--- config.mk ---
export PLATFORM = sky130hd
export DESIGN_NAME = sodm_top
export DESIGN_NICKNAME = d
export VERILOG_FILES = /design/src/sodm_pkg.sv /design/src/sodm_term_if.sv /design/src/sodm_top.sv /design/src/sodm_sync.sv /design/src/sodm_term.sv
export SDC_FILE = /design/constraint.sdc
export NUM_CORES = 1
export LEC_CHECK = 0
export ABC_AREA = 1
export BUFFER_PORTS_ARGS = -buffer_cell sky130_fd_sc_hd__buf_2
export CAP_MARGIN = 20
export CORE_MARGIN = 2
export CORE_UTILIZATION = 63
export CTS_BUF_LIST = sky130_fd_sc_hd__clkbuf_8 sky130_fd_sc_hd__clkbuf_16
export DETAILED_ROUTE_END_ITERATION = 8
export PLACE_DENSITY = 0.84
export SLEW_MARGIN = 40
export SYNTH_ARGS = -nofsm -noshare
export SYNTH_HDL_FRONTEND = slang
export SYNTH_SLANG_ARGS = --single-unit
--- constraint.sdc ---
create_clock -name mclk_i -period 3 [get_ports mclk_i]
set_clock_uncertainty 0.2 [all_clocks]
set_input_delay 0.15 -clock mclk_i [delete_from_list [all_inputs] [get_ports mclk_i]]
set_output_delay 0.15 -clock mclk_i [all_outputs]
set_load 0.02 [all_outputs]
--- src/sodm_pkg.sv ---
// Shared constants and helpers for the output dependency block
package sodm_pkg;
  localparam int ADDR_W = 8;
  localparam int DATA_W = 8;
  localparam int DEP_W = 25;
  localparam int OUT_W = 6;
  localparam int DET_W = 6;
  localparam int GPI_W = 4;
  localparam int WDG_W = 2;
  // Register offsets
  localparam logic [7:0] A_O4P2_PRI = 8'h20;
  localparam logic [7:0] A_O4P2_SEC = 8'h21;
  localparam logic [7:0] A_O4P2_IO = 8'h22;
  localparam logic [7:0] A_O8_DEP_A = 8'h23;
  localparam logic [7:0] A_O5P1_PRI = 8'h24;
  localparam logic [7:0] A_O5P1_SEC = 8'h25;
  localparam logic [7:0] A_O5P1_IO = 8'h26;
  localparam logic [7:0] A_O5P2_PRI = 8'h27;
  localparam logic [7:0] A_O5P2_SEC = 8'h28;
  localparam logic [7:0] A_O5P2_IO = 8'h29;
  localparam logic [7:0] A_O8_DEP_B = 8'h2a;
  localparam logic [7:0] A_O8_DEP_C = 8'h3b;
  localparam logic [7:0] A_MR_EN = 8'h40;
  // Reset values
  localparam logic [7:0] RST_MASK = 8'h00;
  localparam logic RST_BIT = 1'b0;
  localparam logic RST_LEVEL_HI = 1'b1;
  localparam logic [7:0] RD_NONE = 8'h00;
  // Bit positions inside shared registers
  localparam int B_O8_OF_O4 = 1;
  localparam int B_O8_OF_O5_P1 = 0;
  localparam int B_O8_OF_O5_P2 = 4;
  localparam int B_MR_O4 = 3;
  localparam int B_MR_O5 = 4;
  // Product term AND over selected non-fault signals
  function automatic logic term_ok(input logic [DEP_W-1:0] mask,
                                   input logic [DEP_W-1:0] fault);
    return &(~mask | ~fault);
  endfunction
  // Packs three mask bytes and the output 8 bit in vector order
  function automatic logic [DEP_W-1:0] dep_vec(input logic [7:0] pri,
                                               input logic [7:0] sec,
                                               input logic [7:0] io,
                                               input logic o8);
    return {o8, io, sec, pri};
  endfunction
endpackage

--- src/sodm_term_if.sv ---
// Mask, fault vector and result of one product term
`timescale 1ns/1ps
interface sodm_term_if;
  logic [sodm_pkg::DEP_W-1:0] mask;
  logic [sodm_pkg::DEP_W-1:0] fault;
  logic ok;
  modport src (output mask, output fault, input ok);
  modport term (input mask, input fault, output ok);
endinterface

--- src/sodm_top.sv ---
// Dependency masks and assertion logic for sequenced outputs 4 and 5
// Function
// 0x20: out4 term2 undervoltage and watchdog mask
// 0x21: out4 term2 secondary and inputs 1-2
// 0x22: out4 term2 inputs 3-4, other outputs
// 0x23 bit1: out4 term2 on output 8
// 0x40 bit3: out4 asserts on manual reset
// 0x24/0x27: out5 undervoltage and watchdog masks
// 0x25/0x28: out5 secondary and inputs 1-2
// 0x26/0x29: out5 inputs 3-4, other outputs
// 0x2a bit0, 0x3b bit4: out5 on output 8
// 0x40 bit4: out5 asserts on manual reset
// Mask zero ignores, one depends on signal
// Output deasserts when either term is one
// Host clears bits absent on small variant
// Term one when all selected healthy; empty is one
`timescale 1ns/1ps
module sodm_top #(
  parameter logic EIGHT_OUT = 1'b1
) (
  // Clock and reset
  input wire logic mclk_i,
  input wire logic reset_n_i,
  // Register port
  input wire logic [sodm_pkg::ADDR_W-1:0] reg_addr_i,
  input wire logic [sodm_pkg::DATA_W-1:0] reg_wdata_i,
  input wire logic reg_wr_i,
  input wire logic reg_rd_i,
  output logic [sodm_pkg::DATA_W-1:0] reg_rdata_o,
  // Monitored conditions, high is fault; manual reset input is active low
  input wire logic [sodm_pkg::DET_W-1:0] primary_uv_i,
  input wire logic [sodm_pkg::DET_W-1:0] secondary_i,
  input wire logic [sodm_pkg::WDG_W-1:0] watchdog_i,
  input wire logic [sodm_pkg::GPI_W-1:0] general_logic_input_i,
  input wire logic manual_reset_input_n_i,
  // Other sequenced outputs {8,7,6,3,2,1}, high is asserted
  input wire logic [sodm_pkg::OUT_W-1:0] other_out_i,
  input wire logic out4_prod1_ok_i,
  // Sequenced outputs, high is asserted
  output logic sequenced_output_4_o,
  output logic sequenced_output_5_o
);
  logic [7:0] o4p2_pri;
  logic [7:0] o4p2_sec;
  logic [7:0] o4p2_io;
  logic o4p2_o8;
  logic [7:0] o5p1_pri;
  logic [7:0] o5p1_sec;
  logic [7:0] o5p1_io;
  logic o5p1_o8;
  logic [7:0] o5p2_pri;
  logic [7:0] o5p2_sec;
  logic [7:0] o5p2_io;
  logic o5p2_o8;
  logic mr_en4;
  logic mr_en5;
  logic [sodm_pkg::DET_W-1:0] pri_s;
  logic [sodm_pkg::DET_W-1:0] sec_s;
  logic [sodm_pkg::WDG_W-1:0] wdg_s;
  logic [sodm_pkg::GPI_W-1:0] gpi_s;
  logic mr_n_s;
  logic mr_low;
  logic [7:0] f_pri;
  logic [7:0] f_sec;
  logic [7:0] f_io4;
  logic [7:0] f_io5;
  logic [7:0] next_rdata;
  logic next_out4;
  logic next_out5;

  sodm_term_if t4b ();
  sodm_term_if t5a ();
  sodm_term_if t5b ();

  // Monitored pins cross into the clock domain
  sodm_sync #(.W(sodm_pkg::DET_W)) u_sync_pri (
    .mclk_i(mclk_i),
    .reset_n_i(reset_n_i),
    .d_i(primary_uv_i),
    .q_o(pri_s)
  );
  sodm_sync #(.W(sodm_pkg::DET_W)) u_sync_sec (
    .mclk_i(mclk_i),
    .reset_n_i(reset_n_i),
    .d_i(secondary_i),
    .q_o(sec_s)
  );
  sodm_sync #(.W(sodm_pkg::WDG_W)) u_sync_wdg (
    .mclk_i(mclk_i),
    .reset_n_i(reset_n_i),
    .d_i(watchdog_i),
    .q_o(wdg_s)
  );
  sodm_sync #(.W(sodm_pkg::GPI_W)) u_sync_gpi (
    .mclk_i(mclk_i),
    .reset_n_i(reset_n_i),
    .d_i(general_logic_input_i),
    .q_o(gpi_s)
  );
  sodm_sync #(.W(1), .RST_VAL(sodm_pkg::RST_LEVEL_HI)) u_sync_mr (
    .mclk_i(mclk_i),
    .reset_n_i(reset_n_i),
    .d_i(manual_reset_input_n_i),
    .q_o(mr_n_s)
  );

  assign mr_low = ~mr_n_s;

  // out4 undervoltage and watchdog mask
  always_ff @(posedge mclk_i) begin
    if (!reset_n_i) begin
      o4p2_pri <= sodm_pkg::RST_MASK;
    end else if (reg_wr_i && reg_addr_i == sodm_pkg::A_O4P2_PRI) begin
      o4p2_pri <= reg_wdata_i;
    end
  end

  // out4 secondary mask
  always_ff @(posedge mclk_i) begin
    if (!reset_n_i) begin
      o4p2_sec <= sodm_pkg::RST_MASK;
    end else if (reg_wr_i && reg_addr_i == sodm_pkg::A_O4P2_SEC) begin
      o4p2_sec <= reg_wdata_i;
    end
  end

  // out4 input and output mask
  always_ff @(posedge mclk_i) begin
    if (!reset_n_i) begin
      o4p2_io <= sodm_pkg::RST_MASK;
    end else if (reg_wr_i && reg_addr_i == sodm_pkg::A_O4P2_IO) begin
      o4p2_io <= reg_wdata_i;
    end
  end

  // out4 dependency on output 8
  always_ff @(posedge mclk_i) begin
    if (!reset_n_i) begin
      o4p2_o8 <= sodm_pkg::RST_BIT;
    end else if (reg_wr_i && reg_addr_i == sodm_pkg::A_O8_DEP_A) begin
      o4p2_o8 <= reg_wdata_i[sodm_pkg::B_O8_OF_O4] & EIGHT_OUT;
    end
  end

  // out5 undervoltage and watchdog masks
  always_ff @(posedge mclk_i) begin
    if (!reset_n_i) begin
      o5p1_pri <= sodm_pkg::RST_MASK;
      o5p2_pri <= sodm_pkg::RST_MASK;
    end else if (reg_wr_i) begin
      if (reg_addr_i == sodm_pkg::A_O5P1_PRI) begin
        o5p1_pri <= reg_wdata_i;
      end
      if (reg_addr_i == sodm_pkg::A_O5P2_PRI) begin
        o5p2_pri <= reg_wdata_i;
      end
    end
  end

  // out5 secondary masks
  always_ff @(posedge mclk_i) begin
    if (!reset_n_i) begin
      o5p1_sec <= sodm_pkg::RST_MASK;
      o5p2_sec <= sodm_pkg::RST_MASK;
    end else if (reg_wr_i) begin
      if (reg_addr_i == sodm_pkg::A_O5P1_SEC) begin
        o5p1_sec <= reg_wdata_i;
      end
      if (reg_addr_i == sodm_pkg::A_O5P2_SEC) begin
        o5p2_sec <= reg_wdata_i;
      end
    end
  end

  // out5 input and output masks
  always_ff @(posedge mclk_i) begin
    if (!reset_n_i) begin
      o5p1_io <= sodm_pkg::RST_MASK;
      o5p2_io <= sodm_pkg::RST_MASK;
    end else if (reg_wr_i) begin
      if (reg_addr_i == sodm_pkg::A_O5P1_IO) begin
        o5p1_io <= reg_wdata_i;
      end
      if (reg_addr_i == sodm_pkg::A_O5P2_IO) begin
        o5p2_io <= reg_wdata_i;
      end
    end
  end

  // out5 dependency on output 8
  always_ff @(posedge mclk_i) begin
    if (!reset_n_i) begin
      o5p1_o8 <= sodm_pkg::RST_BIT;
      o5p2_o8 <= sodm_pkg::RST_BIT;
    end else if (reg_wr_i) begin
      if (reg_addr_i == sodm_pkg::A_O8_DEP_B) begin
        o5p1_o8 <= reg_wdata_i[sodm_pkg::B_O8_OF_O5_P1] & EIGHT_OUT;
      end
      if (reg_addr_i == sodm_pkg::A_O8_DEP_C) begin
        o5p2_o8 <= reg_wdata_i[sodm_pkg::B_O8_OF_O5_P2] & EIGHT_OUT;
      end
    end
  end

  // manual reset enables
  always_ff @(posedge mclk_i) begin
    if (!reset_n_i) begin
      mr_en4 <= sodm_pkg::RST_BIT;
      mr_en5 <= sodm_pkg::RST_BIT;
    end else if (reg_wr_i && reg_addr_i == sodm_pkg::A_MR_EN) begin
      mr_en4 <= reg_wdata_i[sodm_pkg::B_MR_O4];
      mr_en5 <= reg_wdata_i[sodm_pkg::B_MR_O5];
    end
  end

  // Read back; bits owned by other outputs read as zero
  always_comb begin
    next_rdata = sodm_pkg::RD_NONE;
    unique case (reg_addr_i)
      sodm_pkg::A_O4P2_PRI: next_rdata = o4p2_pri;
      sodm_pkg::A_O4P2_SEC: next_rdata = o4p2_sec;
      sodm_pkg::A_O4P2_IO: next_rdata = o4p2_io;
      sodm_pkg::A_O8_DEP_A: next_rdata[sodm_pkg::B_O8_OF_O4] = o4p2_o8;
      sodm_pkg::A_O5P1_PRI: next_rdata = o5p1_pri;
      sodm_pkg::A_O5P1_SEC: next_rdata = o5p1_sec;
      sodm_pkg::A_O5P1_IO: next_rdata = o5p1_io;
      sodm_pkg::A_O5P2_PRI: next_rdata = o5p2_pri;
      sodm_pkg::A_O5P2_SEC: next_rdata = o5p2_sec;
      sodm_pkg::A_O5P2_IO: next_rdata = o5p2_io;
      sodm_pkg::A_O8_DEP_B: next_rdata[sodm_pkg::B_O8_OF_O5_P1] = o5p1_o8;
      sodm_pkg::A_O8_DEP_C: next_rdata[sodm_pkg::B_O8_OF_O5_P2] = o5p2_o8;
      sodm_pkg::A_MR_EN: begin
        next_rdata[sodm_pkg::B_MR_O4] = mr_en4;
        next_rdata[sodm_pkg::B_MR_O5] = mr_en5;
      end
      default: next_rdata = sodm_pkg::RD_NONE;
    endcase
  end

  always_ff @(posedge mclk_i) begin
    if (!reset_n_i) begin
      reg_rdata_o <= sodm_pkg::RD_NONE;
    end else if (reg_rd_i) begin
      reg_rdata_o <= next_rdata;
    end
  end

  // Fault vectors in mask bit order
  assign f_pri = {wdg_s, pri_s};
  assign f_sec = {gpi_s[1:0], sec_s};
  // Out4 sees outputs 1,2,3,5,6,7; out5 sees 1,2,3,4,6,7
  assign f_io4 = {other_out_i[4:3], sequenced_output_5_o,
                  other_out_i[2:0], gpi_s[3:2]};
  assign f_io5 = {other_out_i[4:3], sequenced_output_4_o,
                  other_out_i[2:0], gpi_s[3:2]};

  // masks select the monitored signals
  assign t4b.mask = sodm_pkg::dep_vec(o4p2_pri, o4p2_sec, o4p2_io, o4p2_o8);
  assign t4b.fault = sodm_pkg::dep_vec(f_pri, f_sec, f_io4, other_out_i[5]);
  assign t5a.mask = sodm_pkg::dep_vec(o5p1_pri, o5p1_sec, o5p1_io, o5p1_o8);
  assign t5a.fault = sodm_pkg::dep_vec(f_pri, f_sec, f_io5, other_out_i[5]);
  assign t5b.mask = sodm_pkg::dep_vec(o5p2_pri, o5p2_sec, o5p2_io, o5p2_o8);
  assign t5b.fault = t5a.fault;

  sodm_term u_t4b (
    .mclk_i(mclk_i),
    .reset_n_i(reset_n_i),
    .t(t4b.term)
  );
  sodm_term u_t5a (
    .mclk_i(mclk_i),
    .reset_n_i(reset_n_i),
    .t(t5a.term)
  );
  sodm_term u_t5b (
    .mclk_i(mclk_i),
    .reset_n_i(reset_n_i),
    .t(t5b.term)
  );

  // either term releases; R5 and R10 manual reset wins
  assign next_out4 = (mr_en4 & mr_low) | ~(out4_prod1_ok_i | t4b.ok);
  assign next_out5 = (mr_en5 & mr_low) | ~(t5a.ok | t5b.ok);

  // Outputs start asserted so supplies stay held through reset
  always_ff @(posedge mclk_i) begin
    if (!reset_n_i) begin
      sequenced_output_4_o <= sodm_pkg::RST_LEVEL_HI;
      sequenced_output_5_o <= sodm_pkg::RST_LEVEL_HI;
    end else begin
      sequenced_output_4_o <= next_out4;
      sequenced_output_5_o <= next_out5;
    end
  end

  AST_O4P2_PRI_WR: assert property (
    @(posedge mclk_i) disable iff (!reset_n_i)
    (reg_wr_i && reg_addr_i == sodm_pkg::A_O4P2_PRI)
      |=> o4p2_pri == $past(reg_wdata_i))
    else $error("0x20 write not stored");

  AST_O4P2_SEC_WR: assert property (
    @(posedge mclk_i) disable iff (!reset_n_i)
    (reg_wr_i && reg_addr_i == sodm_pkg::A_O4P2_SEC)
      |=> ##1 t4b.mask[15:8] == $past(reg_wdata_i, 2))
    else $error("0x21 write not in term mask");

  AST_O4P2_IO_RD: assert property (
    @(posedge mclk_i) disable iff (!reset_n_i)
    (reg_wr_i && reg_addr_i == sodm_pkg::A_O4P2_IO) ##1 !reg_wr_i ##1
    (reg_rd_i && !reg_wr_i && reg_addr_i == sodm_pkg::A_O4P2_IO)
      |=> reg_rdata_o == $past(reg_wdata_i, 3))
    else $error("0x22 read back wrong");

  AST_O4_O8_SEL: assert property (
    @(posedge mclk_i) disable iff (!reset_n_i)
    (reg_wr_i && reg_addr_i == sodm_pkg::A_O8_DEP_A)
      |=> o4p2_o8 == ($past(reg_wdata_i[1]) && EIGHT_OUT))
    else $error("0x23 bit 1 not applied");

  AST_O4_MR_ASSERT: assert property (
    @(posedge mclk_i) disable iff (!reset_n_i)
    (mr_en4 && mr_low) |=> sequenced_output_4_o)
    else $error("output 4 not asserted on manual reset");

  AST_O5_PRI_WR: assert property (
    @(posedge mclk_i) disable iff (!reset_n_i)
    (reg_wr_i && reg_addr_i == sodm_pkg::A_O5P2_PRI)
      |=> o5p2_pri == $past(reg_wdata_i) && $stable(o5p1_pri))
    else $error("0x27 write wrong");

  AST_O5_SEC_WR: assert property (
    @(posedge mclk_i) disable iff (!reset_n_i)
    (reg_wr_i && reg_addr_i == sodm_pkg::A_O5P1_SEC)
      |=> o5p1_sec == $past(reg_wdata_i) && $stable(o5p2_sec))
    else $error("0x25 write wrong");

  AST_O5_IO_WR: assert property (
    @(posedge mclk_i) disable iff (!reset_n_i)
    (reg_wr_i && reg_addr_i == sodm_pkg::A_O5P2_IO)
      |=> o5p2_io == $past(reg_wdata_i))
    else $error("0x29 write wrong");

  AST_O5_O8_SEL: assert property (
    @(posedge mclk_i) disable iff (!reset_n_i)
    (reg_wr_i && reg_addr_i == sodm_pkg::A_O8_DEP_C)
      |=> o5p2_o8 == ($past(reg_wdata_i[4]) && EIGHT_OUT))
    else $error("0x3b bit 4 not applied");

  AST_O5_MR_ASSERT: assert property (
    @(posedge mclk_i) disable iff (!reset_n_i)
    (mr_en5 && mr_low) |=> sequenced_output_5_o)
    else $error("output 5 not asserted on manual reset");

  AST_O5_RELEASE: assert property (
    @(posedge mclk_i) disable iff (!reset_n_i)
    (!(mr_en5 && mr_low) && (t5a.ok || t5b.ok))
      |=> !sequenced_output_5_o)
    else $error("output 5 held with a term at one");

  AST_O4_HOLD: assert property (
    @(posedge mclk_i) disable iff (!reset_n_i)
    (!out4_prod1_ok_i && !t4b.ok) |=> sequenced_output_4_o)
    else $error("output 4 released with both terms zero");

  AST_EMPTY_TERM: assert property (
    @(posedge mclk_i) disable iff (!reset_n_i)
    (t5a.mask == '0) [*2] |-> t5a.ok)
    else $error("empty term not one");
endmodule

--- src/sodm_sync.sv ---
// Two-flop synchroniser for monitored levels
`timescale 1ns/1ps
module sodm_sync #(
  parameter int W = 1,
  parameter logic [W-1:0] RST_VAL = '0
) (
  // Clock and reset
  input wire logic mclk_i,
  input wire logic reset_n_i,
  // Levels
  input wire logic [W-1:0] d_i,
  output logic [W-1:0] q_o
);
  logic [W-1:0] meta;

  always_ff @(posedge mclk_i) begin
    if (!reset_n_i) begin
      meta <= RST_VAL;
      q_o <= RST_VAL;
    end else begin
      meta <= d_i;
      q_o <= meta;
    end
  end
endmodule

--- src/sodm_term.sv ---
// Registered product term evaluator
`timescale 1ns/1ps
module sodm_term (
  // Clock and reset
  input wire logic mclk_i,
  input wire logic reset_n_i,
  // Term
  sodm_term_if.term t
);
  // all selected healthy
  always_ff @(posedge mclk_i) begin
    if (!reset_n_i) begin
      t.ok <= sodm_pkg::RST_BIT;
    end else begin
      t.ok <= sodm_pkg::term_ok(t.mask, t.fault);
    end
  end

  AST_TERM_FAULT_BLOCKS: assert property (
    @(posedge mclk_i) disable iff (!reset_n_i)
    ((t.mask & t.fault) != '0) |=> !t.ok)
    else $error("selected fault did not clear the term");

  AST_TERM_HEALTHY_PASSES: assert property (
    @(posedge mclk_i) disable iff (!reset_n_i)
    ((t.mask & t.fault) == '0) |=> t.ok)
    else $error("healthy or empty term did not evaluate to one");
endmodule

* Word-level counts from Yosys, hierarchy flattened
Index checks and enable logic that the tools add are counted.
** Word-level totals
- Bits in registers :: 128
- Output and inout port bits :: 10
- Word-level logic and storage cells :: 82
** Cells by class
- Equality and inequality tests :: 13
- Mux-type cells :: 6
- Bitwise operators :: 17
- Reductions and logical operators :: 16
** Operators with widths (count)
- $not 25->25 :: 5
- $eq 8x6->1 const B :: 12
- $or 25x25->25 :: 3
- $reduce_and 25->1 :: 3
- $pmux 1 s10 :: 3
- $pmux 3 s9 :: 1
- $reduce_and 2->1 :: 8
- $pmux 1 s11 :: 1
- $pmux 1 s9 :: 1
- $eq 8x7->1 const B :: 1
- $logic_and 1x1->1 :: 5
- $or 1x1->1 :: 4
- $not 1->1 :: 3
- $and 1x1->1 :: 2

* Longest topological paths before layout
- Depth in word-level cells :: 3
- Mapped depth :: 10
- Mapped depth without buffers :: 10

* Hierarchy
A second synthesis with hierarchy kept.
** Second synthesis, totals
- Cell total of the unflattened synthesis :: 859
- Area, all modules :: 5764.3 um^2
** Modules (own cells, without submodules)
- sodm_top :: instances 1, cells an instance 583, area an instance 4022.6 um^2
- sodm_sync at u_sync_pri ... :: instances 2, cells an instance 37, area an instance 341.6 um^2
- sodm_term :: instances 3, cells an instance 53, area an instance 222.7 um^2
- sodm_sync at u_sync_gpi :: instances 1, cells an instance 25, area an instance 225.2 um^2
- sodm_sync at u_sync_wdg :: instances 1, cells an instance 12, area an instance 110.1 um^2
- sodm_sync at u_sync_mr :: instances 1, cells an instance 6, area an instance 55.1 um^2

* Worst setup path after synthesis
OpenSTA, ideal clock, no wires.
- Kind :: input to register
- Start point :: input port reg_addr_i[4] (netlist name)
- End point :: register o5p2_pri[6]
- Setup time :: 0.119 ns
- Arrival :: 1.028 ns
- Setup slack :: 1.652 ns
- Cell stages on the path :: 8
- Path buffers :: 2
- Path through :: inv_2 nand2_2 nor2_4 buf_6 nand3_2 buf_2 o21ai_1 a21oi_1
** On the way
- Cells in the longest elaborated chain, start to end :: 2
** RTL lines
- from (decl) :: RTL line sodm_top.sv:25 : input wire logic [sodm_pkg::ADDR_W-1:0] reg_addr_i,
- $eq 8x6->1 :: RTL line sodm_top.sv:154 : if (reg_addr_i == sodm_pkg::A_O5P2_PRI) begin
- $reduce_and 2->1 (no source line)
- to (signal assigned) :: RTL line sodm_top.sv:149 : o5p2_pri <= sodm_pkg::RST_MASK;
- to (signal assigned) :: RTL line sodm_top.sv:155 : o5p2_pri <= reg_wdata_i;
- to (decl) :: RTL line sodm_top.sv:51 : logic [7:0] o5p2_pri;
Every way passes these cells.
A chain may end at the register's enable or synchronous reset.

* Final worst setup path
- Start point :: register u_sync_gpi.q_o[3]
- End point :: register u_t5b.t.ok
** On the way
- Cells in the longest elaborated chain, start to end :: 3
** RTL lines
- from (decl) :: RTL line sodm_sync.sv:12 : output logic [W-1:0] q_o
- from (signal assigned) :: RTL line sodm_sync.sv:22 : q_o <= meta;
- $not 25->25 :: RTL line sodm_pkg.sv:38 : return &(~mask | ~fault);
- $or 25x25->25 :: RTL line sodm_pkg.sv:38
- $reduce_and 25->1 :: RTL line sodm_pkg.sv:38
- to (signal assigned) :: RTL line sodm_term.sv:13 : t.ok <= sodm_pkg::RST_BIT;
- to (signal assigned) :: RTL line sodm_term.sv:15 : t.ok <= sodm_pkg::term_ok(t.mask, t.fault);
- to (decl) :: RTL line sodm_term_if.sv:8 : modport term (input mask, input fault, output ok);
Every way passes these cells.

==> summary.txt <==
Route
  • Via density: approximately 6.1
  • Pre-antenna DRT Iters: 7
  • # DRC: 0
  • Drt initial violations: between 800 and 900
  • Final wirelength: ~22000 um
  • Wire length per cell: around 21 um
  • Remaining antenna violation count: 0
  • Routed vias: 6191

Clocking
  • H-tree depth: 4
  • Clock tree buffer depth: 2
  • Clk slew on worst S/H paths: about 0.060 ns
  • Postcts setup bufs: 0
  • Num Clock Sinks: around 130
  • Clock Latency Late Sink: around 0.54 ns
  • CTS root buf: clkbuf_8
  • CTS tree: built
  • # resized after CTS: 0
  • Cts bufs inserted: 17

Setup path
  • CP Capture Type: flip-flop
  • Worst path most repeated cell: dlygate4sd3_1
  • Critical path class: flip-flop to flip-flop
  • Crit-path max cell delay: about 0.59 ns
  • R2r setup slk: 0.37 ns
  • Data required, critical path: roughly 3.3 ns
  • Startpoint Class: flip-flop
  • CP arrival: 2.90 ns
  • Worst R2R Path Depth: 7
  • CP max FO: 2
  • Worst path slowest cell: dlygate4sd3_1
  • Worst path bufs/invs: 3
  • Worst path top cell family by delay: buffers and inverters
  • RR Endpoint: u_t5b.t.ok
  • Worst path cell trace: inv_1 > o22ai_1 > nor4_1 > nand2_1 > dlygate4sd3_1 > nor2_1 > dlygate4sd3_1
  • R2R Path Start: u_sync_gpi.q_o[3]

Flow run
  • Max cap viols: 0

Floorplan
  • Die height: 98.84 um
  • Die Area: 9769 um^2
  • Boundary pin count: 56
  • Core box area: approximately 8700 um^2
  • Starting density of the core: 0.6498
  • Width of the die: 98.84 um
  • FP Rows: 34

STA
  • Worst-Margin Slew: around 0.72 ns
  • Slew HR: 0.5169
  • Peak Freq: approximately 380 MHz
  • TNS Setup: 0 ns
  • Hold Fails Final Rpt: 1
  • Crit share post-route: 0.8775
  • Final setup viols: 0
  • Final Max Tran Viols: 0
  • RSZ-0062 raised after global routing: false
  • Final hold slack: -0.0007385 ns
  • Fin crit period: between 2 and 3 ns

Global routing
  • Antenna violations before repair: 0
  • First-pass GRT wire length: roughly 34000 um
  • Largest net degree at the start of global routing: slightly below 50
  • Number of global-route vias before repair: 6134
  • Total grt overflow: 0
  • Gr usage total: 0.4564

Synth
  • Mean Syn Cell Area: around 7.1 um^2
  • Syn. warnings: 0
  • #FFs+latches synth: roughly 130
  • Synth Cell Area: 5667 um^2
  • Yosys cell types: 25
  • Post-Syn Instances: ~800
  • Mapped Nets: roughly 850
  • Sequential area share after synthesis: 0.4522

Layout
  • Most frequent cells in the layout: nand2_1, inv_1, dfxtp_1
  • Commonest non-fill, non-tap cell in the layout: nand2_1
  • Final Instance Count excl. Fillers: around 1000
  • Final nets: 933
  • ANT cells: 0
  • Share of cells above drive strength 1: 0.1433
  • Post-layout util: 0.7978
  • Layout area overhead: 22.79%

Run status
  • Status: finished with violations
  • Failing checks: negative hold slack

Min path
  • Hold Crit Endpoint: o5p2_o8
  • Hold path cells: 5
  • HP Start: reg_addr_i[3]
  • Hold Path Class: input port to flip-flop

Pwr
  • Pwr/cell area: 583.1 nW/um^2
  • Leakage: approximately 3 nW
  • Max IR drop VDD: about 530 uV

Placed design
  • GPL Wtd Cong: ~1.1
  • Post-DP HPWL: around 14000 um
  • Placed insts: between 900 and 1000
  • IO buf count: between 50 and 60
==> repair_timing <==
item / CTS / global route
endpoints found under the hold margin: 107 / 0
hold buffers: 46 / 0
endpoints found under the setup margin: 0 / 0
==> cells in the mapped netlist <==
cell type / number / area, um^2
a21oi_1: 81 / 405.4
a221oi_1: 4 / 35.03
buf_1: 4 / 15.01
buf_2: 11 / 55.05
buf_4: 3 / 22.52
buf_6: 2 / 22.52
clkbuf_1: 14 / 52.55
dfxtp_1: 128 / 2562
inv_1: 133 / 499.2
inv_2: 9 / 33.78
nand2_1: 144 / 540.5
nand2_2: 7 / 43.79
nand3_1: 65 / 325.3
nand3_2: 4 / 40.04
nor2_1: 50 / 187.7
nor2_2: 7 / 43.79
nor2_4: 11 / 123.9
nor3_1: 12 / 60.06
nor4_1: 4 / 25.02
o2111ai_1: 2 / 17.52
o211ai_1: 2 / 15.01
o21ai_0: 64 / 320.3
o21ai_1: 14 / 70.07
o22ai_1: 22 / 137.6
or2_2: 2 / 12.51
==> registers in the layout, indices dropped and copies added, names as in the netlist, 2 cells and up <==
signal	count
o4p2_io	8
o4p2_pri	8
o4p2_sec	8
o5p1_io	8
o5p1_pri	8
o5p1_sec	8
o5p2_io	8
o5p2_pri	8
o5p2_sec	8
reg_rdata_o	8
u_sync_pri.meta	6
u_sync_pri.q_o	6
u_sync_sec.meta	6
u_sync_sec.q_o	6
u_sync_gpi.meta	4
u_sync_gpi.q_o	4
u_sync_wdg.meta	2
u_sync_wdg.q_o	2
==> routing by layer <==
metal,wire length [um],up-vias,GRT usage,part of all wire
li1,-,2750,-,-
met1,7602,2726,0.5645,0.35
met2,9556,564,0.7173,0.44
met3,2815,151,0.1206,0.13
met4,1570,0,0.2687,0.073
met5,0,-,0,0
==> area by class of cell <==
class | count | area [um^2]
Clock inverter | 14 | 145.1
Clock buffer | 18 | 427.9
Sequential cell | 128 | 2562
Timing Repair Buffer | 103 | 750.7
Fill cell | 590 | 1763
Multi-Input combinational cell | 495 | 2404
Tap cell | 108 | 135.1
Inverter | 142 | 533.0
==> worst max path at each step <==
stage / to / startpoint / slack [ns] / cells after the start
6_report: u_t5b.t.ok / u_sync_gpi.q_o[3] / 0.37 / 7
5_1_grt: o5p1_pri[5] / reg_addr_i[7] / 0.30 / 9
4_1_cts: u_t5b.t.ok / other_out_i[5] / 0.47 / 9
3_5_place_dp: o5p1_io[4] / reg_addr_i[4] / 1.07 / 7
3_3_place_gp: o5p1_sec[1] / reg_addr_i[4] / 1.11 / 7
2_1_floorplan: o5p2_pri[6] / reg_addr_i[4] / 1.65 / 8
==> cells by family (layout without fill, tap and decap cells) <==
| group | after synthesis | after routing | synth area share |
|---|---|---|---|
| buf+inv | 176 | 277 | 0.1236 |
| compound gates | 189 | 189 | 0.1766 |
| flops | 128 | 128 | 0.4522 |
| simple gates | 306 | 306 | 0.2475 |
==> report_power, final <==
| part | internal, W | switching (W) | total [W] |
|---|---|---|---|
| clock network | 0.00115 | 0.000882 | 0.00203 |
| logic | 0.0000945 | 0.000183 | 0.000278 |
| registers | 0.00173 | 0.0000172 | 0.00175 |
| total | 0.00297 | 0.00108 | 0.00406 |
==> stage by stage <==
step / cell area, um^2 / hold slack, ns / total power, W / worst slack, ns
floorplan: 5667 / 0.04763 / 0.001902 / 1.652
global placement: 5924 / 0.1318 / 0.001987 / 1.111
detailed placement: 5924 / 0.1361 / 0.001994 / 1.067
CTS: 6958 / 0.0009528 / 0.004007 / 0.4736
global route: 6958 / 0.06044 / 0.004124 / 0.2977
finish: 6958 / -0.0007385 / 0.004057 / 0.3675
==> worst register-to-register path: stages (launching register included) <==
cell and delay, ns:
dfxtp_1 0.35, inv_1 0.13, o22ai_1 0.10, nor4_1 0.43
nand2_1 0.11, dlygate4sd3_1 0.59, nor2_1 0.09, dlygate4sd3_1 0.57
No activity file was read; power rests on OpenSTA's default activity.
